`src/rtl/pin_drive_pkg.sv`:
```
// Constants shared by the pin drive configuration block
package pin_drive_pkg;

	// Port geometry
	localparam int unsigned pin_count = 7;
	localparam int unsigned code_width = 2;
	localparam int unsigned reg_width = 8;

	// AXI4-Lite geometry
	localparam int unsigned addr_width = 20;
	localparam int unsigned data_width = 32;
	localparam int unsigned strb_width = 4;

	// Register indices; byte address is four times the index
	localparam logic [17:0] level_index = 18'h0f218;
	localparam logic [17:0] direction_index = 18'h0f219;
	localparam logic [17:0] select_low_index = 18'h0f21a;
	localparam logic [17:0] select_high_index = 18'h0f21b;

	// Values after reset
	localparam logic [6:0] level_reset = 7'h00;
	localparam logic [6:0] direction_reset = 7'h00;
	localparam logic [6:0] select_low_reset = 7'h00;
	localparam logic [6:0] select_high_reset = 7'h00;

	// Field positions
	localparam int unsigned field_lsb = 0;
	localparam int unsigned field_msb = 6;
	localparam int unsigned word_high_lsb = 8;
	localparam int unsigned word_high_msb = 14;

	// Direction bit meaning
	localparam logic dir_output = 1'b0;
	localparam logic dir_input = 1'b1;

	// Drive codes in output mode
	localparam logic [1:0] out_hiz = 2'h0;
	localparam logic [1:0] out_pch_open_drain = 2'h1;
	localparam logic [1:0] out_nch_open_drain = 2'h2;
	localparam logic [1:0] out_push_pull = 2'h3;

	// Termination codes in input mode
	localparam logic [1:0] in_hiz = 2'h0;
	localparam logic [1:0] in_pull_down = 2'h1;
	localparam logic [1:0] in_pull_up = 2'h2;

	// AXI responses
	localparam logic [1:0] resp_okay = 2'h0;
	localparam logic [1:0] resp_slverr = 2'h2;

	// Handshake states, one-hot
	typedef enum logic [1:0] {
		chan_idle = 2'b01,
		chan_resp = 2'b10
	} chan_state_type;

endpackage

```
`src/rtl/port_pin_drive_config.sv`:
```
// Seven-pin port with per-pin drive and termination select over AXI4-Lite
//
// Function
// - Seven pins, code bits split over two registers
// - Every pin obeys only its own bit pair
// - Low select register first, high one next
// - Low register takes byte or 16-bit access
// - High register alone takes byte access only
// - Direction zero output meanings, one input meanings
// - Output codes: hi-z, P-drain, N-drain, push-pull
// - Codes reset to zero, high impedance
// - Input codes: hi-z, pull-down, pull-up
// - Output pins drive their level register bit
// - Reset gives hi-z output, direction output
`timescale 1ns/1ps
module port_pin_drive_config (
	input wire logic aclk,
	input wire logic aresetn,
	// Write address channel
	input wire logic awvalid,
	output logic awready,
	input wire logic [pin_drive_pkg::addr_width-1:0] awaddr,
	input wire logic [2:0] awprot,
	// Write data channel
	input wire logic wvalid,
	output logic wready,
	input wire logic [pin_drive_pkg::data_width-1:0] wdata,
	input wire logic [pin_drive_pkg::strb_width-1:0] wstrb,
	// Write response channel
	output logic bvalid,
	input wire logic bready,
	output logic [1:0] bresp,
	// Read address channel
	input wire logic arvalid,
	output logic arready,
	input wire logic [pin_drive_pkg::addr_width-1:0] araddr,
	input wire logic [2:0] arprot,
	// Read data channel
	output logic rvalid,
	input wire logic rready,
	output logic [pin_drive_pkg::data_width-1:0] rdata,
	output logic [1:0] rresp,
	// Pad side
	input wire logic [pin_drive_pkg::pin_count-1:0] pad_in,
	output logic [pin_drive_pkg::pin_count-1:0] pad_out,
	output logic [pin_drive_pkg::pin_count-1:0] pad_oe,
	output logic [pin_drive_pkg::pin_count-1:0] pull_up_en,
	output logic [pin_drive_pkg::pin_count-1:0] pull_down_en
);
	import pin_drive_pkg::*;

	// Register state
	logic [6:0] pin_level_register_q;
	logic [6:0] pin_level_register_d;
	logic [6:0] pin_direction_register_q;
	logic [6:0] pin_direction_register_d;
	logic [6:0] pin_drive_select_low_q;
	logic [6:0] pin_drive_select_low_d;
	logic [6:0] pin_drive_select_high_q;
	logic [6:0] pin_drive_select_high_d;

	// Pad input synchroniser
	logic [6:0] pad_meta_q;
	logic [6:0] pad_sync_q;

	// Write channel holding
	chan_state_type wr_state_q;
	chan_state_type wr_state_d;
	logic aw_have_q;
	logic aw_have_d;
	logic w_have_q;
	logic w_have_d;
	logic [17:0] aw_index_q;
	logic [17:0] aw_index_d;
	logic [31:0] w_data_q;
	logic [31:0] w_data_d;
	logic [3:0] w_strb_q;
	logic [3:0] w_strb_d;
	logic [1:0] bresp_q;
	logic [1:0] bresp_d;

	// Read channel holding
	chan_state_type rd_state_q;
	chan_state_type rd_state_d;
	logic [31:0] rdata_q;
	logic [31:0] rdata_d;
	logic [1:0] rresp_q;
	logic [1:0] rresp_d;

	// Handshake and decode wires
	logic aw_take;
	logic w_take;
	logic ar_take;
	logic wr_commit;
	logic wr_hit_level;
	logic wr_hit_dir;
	logic wr_hit_low;
	logic wr_hit_high;
	logic wr_mapped;
	logic [17:0] ar_index;
	logic rd_hit_level;
	logic rd_hit_dir;
	logic rd_hit_low;
	logic rd_hit_high;
	logic rd_mapped;
	logic [6:0] lane0_bits;
	logic [6:0] lane1_bits;
	logic lane0_en;
	logic lane1_en;
	logic [6:0] level_view;

	// Each half of a write parks in its own slot, so address and data
	// may arrive in either order; a slot frees only when the pair commits
	// Ready while the holding slot is free and no answer is pending
	assign awready = ~aw_have_q & (wr_state_q == chan_idle);
	assign wready = ~w_have_q & (wr_state_q == chan_idle);
	assign arready = (rd_state_q == chan_idle);
	assign aw_take = awvalid & awready;
	assign w_take = wvalid & wready;
	assign ar_take = arvalid & arready;

	// Committing from the held copies costs a cycle of latency but keeps
	// the address compare off the bus pins, which eases timing
	// A write commits the cycle after both halves are held
	assign wr_commit = aw_have_q & w_have_q & (wr_state_q == chan_idle);

	// Write decode on the held index
	assign wr_hit_level = (aw_index_q == level_index);
	assign wr_hit_dir = (aw_index_q == direction_index);
	assign wr_hit_low = (aw_index_q == select_low_index);
	assign wr_hit_high = (aw_index_q == select_high_index);
	assign wr_mapped = wr_hit_level | wr_hit_dir | wr_hit_low | wr_hit_high;

	// Only lanes 0 and 1 can reach storage; lanes 2 and 3 have no register
	// behind them at any index, so their strobes are ignored, not refused
	// Byte lanes; bit 7 of each lane is dropped, so it never stores
	assign lane0_bits = w_data_q[field_msb:field_lsb];
	assign lane1_bits = w_data_q[word_high_msb:word_high_lsb];
	assign lane0_en = wr_commit & w_strb_q[0];
	assign lane1_en = wr_commit & w_strb_q[1];

	// Kept on purpose: software may preload the level of an input pin
	// before turning it round, so the pin comes up at the intended level
	// with no glitch when it becomes an output
	// Level register stores writes whatever the pin direction
	assign pin_level_register_d =
		(lane0_en & wr_hit_level) ? lane0_bits : pin_level_register_q;

	// Direction register
	assign pin_direction_register_d =
		(lane0_en & wr_hit_dir) ? lane0_bits : pin_direction_register_q;

	// Low code bits: byte lane 0 at the low select index
	assign pin_drive_select_low_d =
		(lane0_en & wr_hit_low) ? lane0_bits
		: pin_drive_select_low_q;

	// A 16-bit write at the low index updates both code halves at one
	// edge, so a pin never passes through a mixed code; a byte write at
	// the high index leaves the low code bits untouched
	// High code bits: lane 1 of a 16-bit access at the low index, or
	// lane 0 at its own index; higher lanes there are ignored
	assign pin_drive_select_high_d =
		(lane1_en & wr_hit_low) ? lane1_bits
		: (lane0_en & wr_hit_high) ? lane0_bits
		: pin_drive_select_high_q;

	// The response is the only record of a refused write; no error flag
	// is kept, so software has to look at it on every access
	// Write response code; unmapped writes store nothing
	assign bresp_d = wr_commit ? (wr_mapped ? resp_okay : resp_slverr)
		: bresp_q;

	// Write channel next state
	assign aw_index_d = aw_take ? awaddr[19:2] : aw_index_q;
	assign w_data_d = w_take ? wdata : w_data_q;
	assign w_strb_d = w_take ? wstrb : w_strb_q;
	assign aw_have_d = aw_take | (aw_have_q & ~wr_commit);
	assign w_have_d = w_take | (w_have_q & ~wr_commit);

	// Write state: idle until commit, then answer until bready
	always_comb begin
		wr_state_d = wr_state_q;
		case (wr_state_q)
			chan_idle: begin
				if (wr_commit) begin
					wr_state_d = chan_resp;
				end
			end
			chan_resp: begin
				if (bready) begin
					wr_state_d = chan_idle;
				end
			end
			default: begin
				wr_state_d = chan_idle;
			end
		endcase
	end

	// Read data are captured in the take cycle itself, so the address
	// only has to stand while arvalid does
	// Read decode straight from the address bus
	assign ar_index = araddr[19:2];
	assign rd_hit_level = (ar_index == level_index);
	assign rd_hit_dir = (ar_index == direction_index);
	assign rd_hit_low = (ar_index == select_low_index);
	assign rd_hit_high = (ar_index == select_high_index);
	assign rd_mapped = rd_hit_level | rd_hit_dir | rd_hit_low | rd_hit_high;

	// The synchroniser adds two cycles, so an input pin reads back the
	// pad as it stood about two clocks before the read was taken
	// Input pins read their synchronised pad, output pins the stored bit
	assign level_view = (pin_direction_register_q & pad_sync_q) |
		(~pin_direction_register_q & pin_level_register_q);

	// Read data: low index shows the 16-bit pair, bit 7s read zero
	always_comb begin
		rdata_d = rdata_q;
		rresp_d = rresp_q;
		if (ar_take) begin
			rdata_d = 32'h0000_0000;
			rresp_d = rd_mapped ? resp_okay : resp_slverr;
			if (rd_hit_level) begin
				rdata_d[field_msb:field_lsb] = level_view;
			end
			if (rd_hit_dir) begin
				rdata_d[field_msb:field_lsb] = pin_direction_register_q;
			end
			if (rd_hit_low) begin
				rdata_d[field_msb:field_lsb] = pin_drive_select_low_q;
				rdata_d[word_high_msb:word_high_lsb] =
					pin_drive_select_high_q;
			end
			if (rd_hit_high) begin
				rdata_d[field_msb:field_lsb] = pin_drive_select_high_q;
			end
		end
	end

	// Read state: answer until rready
	always_comb begin
		rd_state_d = rd_state_q;
		case (rd_state_q)
			chan_idle: begin
				if (ar_take) begin
					rd_state_d = chan_resp;
				end
			end
			chan_resp: begin
				if (rready) begin
					rd_state_d = chan_idle;
				end
			end
			default: begin
				rd_state_d = chan_idle;
			end
		endcase
	end

	// Bus outputs
	assign bvalid = (wr_state_q == chan_resp);
	assign bresp = bresp_q;
	assign rvalid = (rd_state_q == chan_resp);
	assign rdata = rdata_q;
	assign rresp = rresp_q;

	// Direction and codes clear together, so nothing is driven onto the
	// board before software has configured the port
	// Configuration registers; reset leaves every pin hi-z output
	always_ff @(posedge aclk) begin
		if (!aresetn) begin
			pin_level_register_q <= level_reset;
			pin_direction_register_q <= direction_reset;
			pin_drive_select_low_q <= select_low_reset;
			pin_drive_select_high_q <= select_high_reset;
		end else begin
			pin_level_register_q <= pin_level_register_d;
			pin_direction_register_q <= pin_direction_register_d;
			pin_drive_select_low_q <= pin_drive_select_low_d;
			pin_drive_select_high_q <= pin_drive_select_high_d;
		end
	end

	// Two-stage synchroniser; only the second stage is read
	always_ff @(posedge aclk) begin
		if (!aresetn) begin
			pad_meta_q <= 7'h00;
			pad_sync_q <= 7'h00;
		end else begin
			pad_meta_q <= pad_in;
			pad_sync_q <= pad_meta_q;
		end
	end

	// Write channel holding registers
	always_ff @(posedge aclk) begin
		if (!aresetn) begin
			wr_state_q <= chan_idle;
			aw_have_q <= 1'b0;
			w_have_q <= 1'b0;
			aw_index_q <= 18'h00000;
			w_data_q <= 32'h0000_0000;
			w_strb_q <= 4'h0;
			bresp_q <= resp_okay;
		end else begin
			wr_state_q <= wr_state_d;
			aw_have_q <= aw_have_d;
			w_have_q <= w_have_d;
			aw_index_q <= aw_index_d;
			w_data_q <= w_data_d;
			w_strb_q <= w_strb_d;
			bresp_q <= bresp_d;
		end
	end

	// Read channel registers
	always_ff @(posedge aclk) begin
		if (!aresetn) begin
			rd_state_q <= chan_idle;
			rdata_q <= 32'h0000_0000;
			rresp_q <= resp_okay;
		end else begin
			rd_state_q <= rd_state_d;
			rdata_q <= rdata_d;
			rresp_q <= rresp_d;
		end
	end

	// Registered pad controls make a code change take effect one edge
	// after the write lands, on all drive and pull outputs at once
	// One cell per pin, each fed its own bit pair only
	generate
		for (genvar i = 0; i < pin_count; i++) begin : g_pin
			pin_drive_cell u_cell (
				.aclk(aclk),
				.aresetn(aresetn),
				.dir(pin_direction_register_q[i]),
				.code({pin_drive_select_high_q[i],
					pin_drive_select_low_q[i]}),
				.level(pin_level_register_q[i]),
				.pad_out(pad_out[i]),
				.pad_oe(pad_oe[i]),
				.pull_up_en(pull_up_en[i]),
				.pull_down_en(pull_down_en[i])
			);
		end
	endgenerate

endmodule // port_pin_drive_config

```
`src/rtl/pin_drive_cell.sv`:
```
// One port pin: turns direction, code and level into pad controls
`timescale 1ns/1ps
module pin_drive_cell (
	input wire logic aclk,
	input wire logic aresetn,
	input wire logic dir,
	input wire logic [1:0] code,
	input wire logic level,
	output logic pad_out,
	output logic pad_oe,
	output logic pull_up_en,
	output logic pull_down_en
);
	import pin_drive_pkg::*;

	logic out_mode;
	logic drive_d;
	logic oe_d;
	logic pu_d;
	logic pd_d;

	// Decode; only this pin's own code and bits feed it
	assign out_mode = (dir == dir_output);
	assign drive_d = out_mode & level;
	assign oe_d = out_mode & ((code == out_push_pull) |
		((code == out_pch_open_drain) & level) |
		((code == out_nch_open_drain) & ~level));
	assign pu_d = ~out_mode & (code == in_pull_up);
	assign pd_d = ~out_mode & (code == in_pull_down);

	// Registered pad controls, released at reset
	always_ff @(posedge aclk) begin
		if (!aresetn) begin
			pad_out <= 1'b0;
			pad_oe <= 1'b0;
			pull_up_en <= 1'b0;
			pull_down_en <= 1'b0;
		end else begin
			pad_out <= drive_d;
			pad_oe <= oe_d;
			pull_up_en <= pu_d;
			pull_down_en <= pd_d;
		end
	end
endmodule // pin_drive_cell

```
`config.mk`:
```
export PLATFORM = sky130hd
export DESIGN_NAME = port_pin_drive_config
export DESIGN_NICKNAME = d
export VERILOG_FILES = /design/src/rtl/pin_drive_pkg.sv /design/src/rtl/port_pin_drive_config.sv /design/src/rtl/pin_drive_cell.sv
export SDC_FILE = /design/constraint.sdc
export NUM_CORES = 1
export LEC_CHECK = 0
export ABC_CLOCK_PERIOD_IN_PS = 2600
export BUFFER_PORTS_ARGS = -buffer_cell sky130_fd_sc_hd__clkbuf_2
export CAP_MARGIN = 5
export CORE_MARGIN = 2
export CORE_UTILIZATION = 50
export DETAILED_ROUTE_END_ITERATION = 6
export HOLD_SLACK_MARGIN = 0.1
export PLACE_DENSITY = 0.8
export RECOVER_POWER = 100
export SYNTH_ARGS = -nofsm -noshare
export SYNTH_HDL_FRONTEND = slang
export SYNTH_HIERARCHICAL = 1
export SYNTH_SLANG_ARGS = --single-unit
```
`constraint.sdc`:
```
create_clock -name aclk -period 2.6 [get_ports aclk]
set_clock_uncertainty 0.2 [all_clocks]
set_input_delay 0.65 -clock aclk [delete_from_list [all_inputs] [get_ports aclk]]
set_output_delay 0.65 -clock aclk [all_outputs]
set_load 0.05 [all_outputs]
```
Word-level counts from Yosys, hierarchy flattened. Index checks and enable logic that the tools add are counted.

Register bits after elaboration: 129. Input bits: 96. Output and inout port bits: 69. Word-level logic and storage cells: 200.

Equal/unequal tests: 37. Multiplexer cells: 15. Bitwise logic cells: 101. Reduce and logical (&&, ||, !) cells: 3.

Operators with widths (count): $eq 18x16->1 const B (8); $and 1x1->1 (58); $mux 7 (7); $eq 2x2->1 const B (16); $or 1x1->1 (22); $eq 2x1->1 const B (9); $not 1->1 (17); $and 7x7->7 (2); $mux 2 (6); $pmux 2 s2 (2); $not 7->7 (1); $or 7x7->7 (1); $ne 2x1->1 const B (3); $reduce_and 2->1 (2); $ne 2x2->1 const B (1); $reduce_bool 2->1 (1).

Longest topological paths before layout. Gate-level depths: netlist of the first run.

Depth after elaboration: 7. Gate-level depth with buffers: 6. Gate-level depth less buffers: 4.

Cells and area by module. The synthesis of the first run kept the hierarchy.

Modules (own cells, without submodules): port_pin_drive_config (times used 1, cells an instance 446, area each 4098.9 um^2, sequential area each 1961.9 um^2); pin_drive_cell (times used 7, cells an instance 10, area each 141.4 um^2, sequential area each 80.1 um^2).

Least setup slack after synthesis of the first run. Ideal clock, no wire load.

Kind: flip-flop to flip-flop. From: register wr_state_q[0]. To: register aw_index_q[10]. Library setup time: 122 ps. Arrival: 2464 ps. Required time: 2278 ps. Path slack: -186 ps. Stages on the path, launching flop included: 6. Path buffers: 1. Period minus slack after synthesis: 2786 ps. Cells stage by stage: dfxtp_1 nor3b_1 nand2_1 clkbuf_1 nand2_1 a21boi_0.

Word-level cells in the longest chain between the ends: 3.

Ends and longest elaborated chain: start, declared (RTL line port_pin_drive_config.sv:67) `chan_state_type wr_state_q;`; start signal, assigned (RTL line port_pin_drive_config.sv:299) `wr_state_q <= chan_idle;`; start signal, assigned (RTL line port_pin_drive_config.sv:307) `wr_state_q <= wr_state_d;`; $eq 2x1->1 (RTL line port_pin_drive_config.sv:115) `assign awready = ~aw_have_q & (wr_state_q == chan_idle);`; $and 1x1->1 (RTL line port_pin_drive_config.sv:115); named net awready (RTL line port_pin_drive_config.sv:21) `output logic awready,`; $and 1x1->1 (RTL line port_pin_drive_config.sv:118) `assign aw_take = awvalid & awready;`; end signal, assigned (RTL line port_pin_drive_config.sv:310) `aw_index_q <= aw_index_d;`; end, declared (RTL line port_pin_drive_config.sv:73) `logic [17:0] aw_index_q;`.

The timed path passes the listed nets, and every way through them passes these cells. A chain may end at the register's enable or synchronous reset.

Final worst setup path of the first run.
From: register aw_index_q[2]. To: register pin_drive_select_low_q[2].

Word-level cells in the longest chain between the ends: 2.

Ends and longest elaborated chain: $eq 18x16->1 (RTL line port_pin_drive_config.sv:130) `assign wr_hit_low = (aw_index_q == select_low_index);`; $and 1x1->1 (RTL line port_pin_drive_config.sv:155) `(lane0_en & wr_hit_low) ? lane0_bits`; end signal, assigned (RTL line port_pin_drive_config.sv:275) `pin_drive_select_low_q <= select_low_reset;`; end signal, assigned (RTL line port_pin_drive_config.sv:280) `pin_drive_select_low_q <= pin_drive_select_low_d;`; end, declared (RTL line port_pin_drive_config.sv:57) `logic [6:0] pin_drive_select_low_q;`.

No other way between the ends.

==> impl_results.md, run 1 <==
- Final setup vio count: 0
- GRT Resource Usage Total: 0.205
- Crit Path Category: flip-flop to flip-flop
- # H-tree levels: 4
- Worst EP required: 2790 ps
- Port-buffer cells: 114
- Synth-to-Final Area Change: 19.7%
- CTS root buf: clkbuf_8
- Async SR Flop Fraction: 0
- CP endpoint kind: flip-flop
- Maximum buffer depth of the clock tree: 2
- Max frequency: 421 MHz
- Clock power share: 0.499
- Clock latency on the worst-skew pair: 510 ps
- Top-count cell post-synth: dfxtp_1
- TritonCTS clock tree: done
- Cell row count: 36
- Post-synth EDFFs: 0
- Worst Path Max Fanout: 10
- Final Wtd Congestion: 0.834
- Static leakage: 2.47 nW
- Iter 0 DRT Violations: 234
- DP Wirelength: 7.66 mm
- Top cells by area, synth: dfxtp_1 (50%), nand2_1 (9.1%), mux2i_1 (5.5%), a21boi_0 (5.3%), nor3b_2 (5.2%)
- Detailed-route via count: 3960
- Clock sink count: 126
- First-pass GRT wire length: 18.0 mm
- Initial antenna violation count: 0
- Final max-slew violation count: 0
- Filler cell count: 850
- Placeable Area: 9820 um2
- MaxCap Viol Count: 0
- Layout cells sized above 1: 0.204
- Post-layout util: 0.620
- Status: complete, no violations
- GRT overflow: 0
- Worst hold path class: input port to flip-flop
- Post-synth top area cell: dfxtp_1
- Sequential area share after synthesis: 0.496
- Setup tns final: 0 ps
- Post-CTS setup buffers: 0
- Final Hold Violating Endpoints: 0
- Power Dens Cells: 771 nW/um2
- Top_reg_cell synth: dfxtp_1
- Vias in the first global route: 3804
- Cts hold-fix bufs: 0
- Final #Nets: 724
- Final worst path period need: 2380 ps
- Slowest library cell on the worst path: or4b_1
- Hold slack final: 139 ps
- Initial Util: 0.518
- Setup slack after layout: 225 ps
- CP peak stage delay: 570 ps
- Comb power frac: 0.069
- Synth warn: 6
- Most flop-heavy register: aw_index_q
- Slew @ Worst Pin: 872 ps
- Startpoint types: flip-flop
- Yosys cell types: 45
- Yosys reg bits: 126
- Peak VDD IR: 390 uV
- Sequential share of power: 0.432
- N_diodes: 0
- Via/cell ratio: 5.12
- Post-CTS sizing: 0
- Final WL: 11.0 mm
- Switching Share: 0.230
- Die Area: 11000 um2
- Arrival @ worst endpoint: 2560 ps
- Final ANT Viol Nets: 0
- Crit path cell chain: or4b_1 -> nor4_4 -> clkbuf_2 -> nand3_2 -> mux2i_1
- Detailed Routing Iterations Pass 1: 4
- Post-Synthesis Cells: 516
- Ports: 165
- Die Ht: 105 um
- Internal: 3.62 mW
- Unrepaired setup endpoints after global routing: no
- Final Cycle Share: 0.914
- Max reg flops: 18
- Largest net degree at the start of global routing: 54
- Post-Syn Area: 5090 um2
- # DRC: 0
- Syn Area/Cell: 9.86 um2
- Die width: 105 um
- Max-slew headroom: 0.418
- Post-synth top cells: dfxtp_1 (126), nand2_1 (123), a21boi_0 (36)
- Num CTS Buffers: 17
- Post-place setup slack: 15.7 ps
- Psw: 1.08 mW
- Power Total: 4.70 mW
- Reg clk slew, reported paths: 60 ps
- Share of the synthesized area in the top cell type: 0.496
- Wire per inst: 14.2 um
[layer usage]
| layer | share of wire | track usage | wire (um) |
|---|---|---|---|
| met5 | 0 | 0 | 0 |
| met4 | 0.015 | 0.0724 | 170 |
| met3 | 0.070 | 0.0724 | 775 |
| met2 | 0.46 | 0.321 | 5050 |
| met1 | 0.46 | 0.262 | 5020 |
[critical path, delay by kind of cell (launching register included)]
kind                   cells  cell delay, ps
DFF                        1             320
and+or+nand+nor            3            1220
buffers and inverters      1             300
muxes                      1             210
[layout by cell type, fill, tap and decap left out, types with 2 or more instances in the layout]
| master | instances |
|---|---|
| mux2_2 | 8 |
| clkbuf_8 | 4 |
| clkbuf_1 | 49 |
| a22o_1 | 7 |
| conb_1 | 20 |
| and4b_1 | 3 |
| and2_0 | 2 |
| mux2i_1 | 28 |
| nor4_1 | 3 |
| inv_1 | 2 |
| clkinvlp_4 | 2 |
| or4b_1 | 3 |
| dfxtp_1 | 126 |
| buf_4 | 3 |
| or3b_2 | 7 |
| nand4b_1 | 3 |
| and4_1 | 2 |
| and3b_2 | 7 |
| clkbuf_2 | 70 |
| nand2_1 | 123 |
| clkinv_2 | 5 |
| and2_1 | 14 |
| nand3_1 | 3 |
| a21oi_1 | 22 |
| a221o_1 | 7 |
| o21a_1 | 2 |
| nor2b_1 | 7 |
| bufinv_16 | 3 |
| a21boi_0 | 36 |
| nor3b_1 | 22 |
| o21ai_0 | 15 |
| clkbuf_16 | 16 |
[power by group through the flow]
| stage | clock network [mW] | logic, mW | registers (mW) |
|---|---|---|---|
| global placement | 0 | 0.318 | 2.07 |
| finish | 2.35 | 0.323 | 2.03 |
| floorplan | 0 | 0.256 | 2.06 |
| CTS | 2.37 | 0.328 | 2.03 |
| global route | 2.47 | 0.355 | 2.03 |
| detailed placement | 0 | 0.326 | 2.07 |
[cell families after synthesis]
group | synth area share
compound gates | 0.120
mux | 0.0728
other cells | 0.000737
flops | 0.496
simple gates | 0.255
buf+inv | 0.0553
[area by class of cell]
class                           instances  area, um2  area share
Sequential cell                       126       2520       0.414
Multi-Input combinational cell        360       2240       0.368
Timing Repair Buffer                  121        553      0.0908
Clock buffer                           21        459      0.0754
Tap cell                              133        166      0.0273
Clock inverter                         11        139      0.0228
Inverter                                2       7.51     0.00123
[metrics by stage]
stage	area, um2	std cells
after floorplan	5170	535
final	6090	774
after detailed placement	5690	742
after CTS	6280	774
after global routing	6090	774
after global placement	5690	742
[path summary, 6_finish.rpt]
path                               startpoint                        end  slack (ps)  depth (start not counted)
worst max-delay path            aw_index_q[2]  pin_drive_select_low_q[2]         220                          5
worst min-delay path                pad_in[5]              pad_meta_q[5]         140                          2
worst max register to register  aw_index_q[2]  pin_drive_select_low_q[2]         220                          5
worst min register to register  pad_meta_q[6]              pad_sync_q[6]         220                          1
No activity file was read; power rests on OpenSTA's default activity.
==> run 2: changes to the inputs <==
- ABC_CLOCK_PERIOD_IN_PS: 2600 -> default
- CORE_UTILIZATION: 50 -> 51
- PLACE_DENSITY: 0.8 -> 0.81
- SYNTH_HIERARCHICAL: 1 -> default
==> run 2 against run 1 <==
- cell count rose by 2.8%
- global-route usage increased by 0.23 points
- critical path depth down 3
- first-iteration DRC count decreased by 16%
- clock-buffer cell count increased by 1
- clock power is 5% lower
- combinational power up 4%
- via count is 1.7% higher
- non-clock buffer count down 1
- power down 2.1%
- area after synthesis increased by 3.1%
- worst hold slack better by 8.6 ps
- largest power group unchanged
==> impl_results.md, run 2 <==
- Status: complete, no violations
- First-pass GRT wire length: 18.4 mm
- CP endpoint kind: output pin
- Final #Nets: 743
- Max reg flops: 18
- Final Cycle Share: 0.909
- Detailed Routing Iterations Pass 1: 5
- Cts hold-fix bufs: 0
- Worst R2R Start: aw_index_q[11]
- Static leakage: 2.49 nW
- Final Wtd Congestion: 0.851
- Final Hold Violating Endpoints: 0
- CP bufs+invs: 1
- DP Wirelength: 7.75 mm
- Depth of the worst hold-timing path: 2
- Largest net degree at the start of global routing: 126
- Top delay family on crit path: buffers and inverters
- Slowest library cell on the worst path: clkbuf_1
- Yosys reg bits: 126
- Async SR Flop Fraction: 0
- TritonCTS clock tree: done
- Syn Area/Cell: 9.27 um2
- CP peak stage delay: 500 ps
- Post-CTS sizing: 0
- Power Total: 4.60 mW
- Post-synth EDFFs: 0
- Crit path cell chain: nor2b_1 -> clkbuf_1
- GRT overflow: 0
- Arrival @ worst endpoint: 1510 ps
- # H-tree levels: 4
- Iter 0 DRT Violations: 197
- Startpoint types: flip-flop
- Power Dens Cells: 753 nW/um2
- N_diodes: 0
- Final WL: 11.3 mm
- Die width: 105 um
- Cell row count: 37
- Worst EP required: 1750 ps
- Yosys cell types: 41
- Layout cells sized above 1: 0.170
- Post-synth top cells: dfxtp_1 (126), nand2_1 (117), buf_4 (49)
- Die Ht: 105 um
- Final ANT Viol Nets: 0
- Post-route cell area: 6100 um2
- Worst hold path class: input port to flip-flop
- Commonest non-fill, non-tap cell in the layout: dfxtp_1
- Share of the synthesized area in the top cell type: 0.481
- Reg clk slew, reported paths: 60 ps
- Max-slew headroom: 0.263
- Hold Path Sink: pad_meta_q[6]
- Top-count cell post-synth: dfxtp_1
- Peak VDD IR: 385 uV
- Initial antenna violation count: 0
- Worst hold start: pad_in[6]
- End of the worst register-to-register path: pin_drive_select_low_q[6]
- Worst Path Max Fanout: 3
- Most flop-heavy register: aw_index_q
- Synth warn: 0
- Sequential area share after synthesis: 0.481
- Via/cell ratio: 5.06
- Final worst path period need: 2360 ps
- Area after DPL: 5640 um2
- Vias in the first global route: 3914
- GRT Resource Usage Total: 0.208
- Top_reg_cell synth: dfxtp_1
- Clock sink count: 126
- Ports: 165
- Post-CTS setup buffers: 0
- # DRC: 0
- Setup tns final: 0 ps
- Num CTS Buffers: 17
- Hold slack final: 148 ps
- Setup slack after layout: 236 ps
- Commonest cells after routing, fill and taps aside: dfxtp_1 (126), nand2_1 (117), clkbuf_2 (66)
- Die Area: 11100 um2
- Final max-slew violation count: 0
- Post-Synthesis Cells: 566
- Synth-to-Final Area Change: 16.3%
- Post-synth top area cell: dfxtp_1
- Final std cells w/o fill: 796
- Maximum buffer depth of the clock tree: 2
- Port-buffer cells: 114
- Placed instance count: 764
- FF-to-FF path depth: 6
- CTS root buf: clkbuf_8
- Slew @ Worst Pin: 1100 ps
- Post-Syn Area: 5250 um2
- MaxCap Viol Count: 0
- Max frequency: 423 MHz
- Initial Util: 0.518
- Detailed-route via count: 4027
- Wire per inst: 14.2 um
- Crit Path Category: flip-flop to output pin
- Final setup vio count: 0
- Clock latency on the worst-skew pair: 510 ps
- Unrepaired setup endpoints after global routing: no
- Reg2reg setup slack: 300 ps
- Post-place setup slack: 174 ps
- Post-layout util: 0.602
- Placeable Area: 10100 um2
- Top cells by area, synth: dfxtp_1 (48%), nand2_1 (8.4%), buf_4 (7.0%), mux2i_1 (5.7%), a21boi_0 (5.4%)
==> run 2: logic make-up after synthesis <==
kind of cell / share of synthesized area
other: 0.000715
AOI/OAI and AO/OA: 0.124
and+or+nand+nor: 0.244
muxes: 0.0572
buffers and inverters: 0.0930
DFF: 0.481
==> run 2: power breakdown <==
| part | switching, mW | internal, mW |
|---|---|---|
| combinational | 0.233 | 0.103 |
| clock | 0.801 | 1.43 |
| sequential | 0.0393 | 1.99 |
| total | 1.07 | 3.52 |
==> run 2: worst max-delay path by stage <==
stage,from,end,slack (ps),depth (start not counted)
finish,rd_state_q[0],arready,240,2
global route,aw_index_q[11],pin_drive_select_low_q[6],130,6
CTS,wr_state_q[1],wready,250,3
detailed placement,araddr[9],rdata[6],170,6
global placement,araddr[9],rdata[4],210,6
floorplan,rd_state_q[0],rdata[6],310,6
==> run 2: layout make-up <==
cell class                 count  area [um2]
fill                         894        4040
sequential                   126        2520
multi-input combinational    379        2270
timing repair buffer         120         553
clock buffer                  22         463
tap                          136         170
clock inverter                10         113
inverter                       3        11.3
==> run 2: routing by layer <==
metal  GRT usage  routed length, um  up-vias
met5           0                  0        -
met4      0.0752                211        0
met3      0.0575                467       18
met2       0.351               5480      111
met1       0.253               5120     1882
li1            -                  -     2016
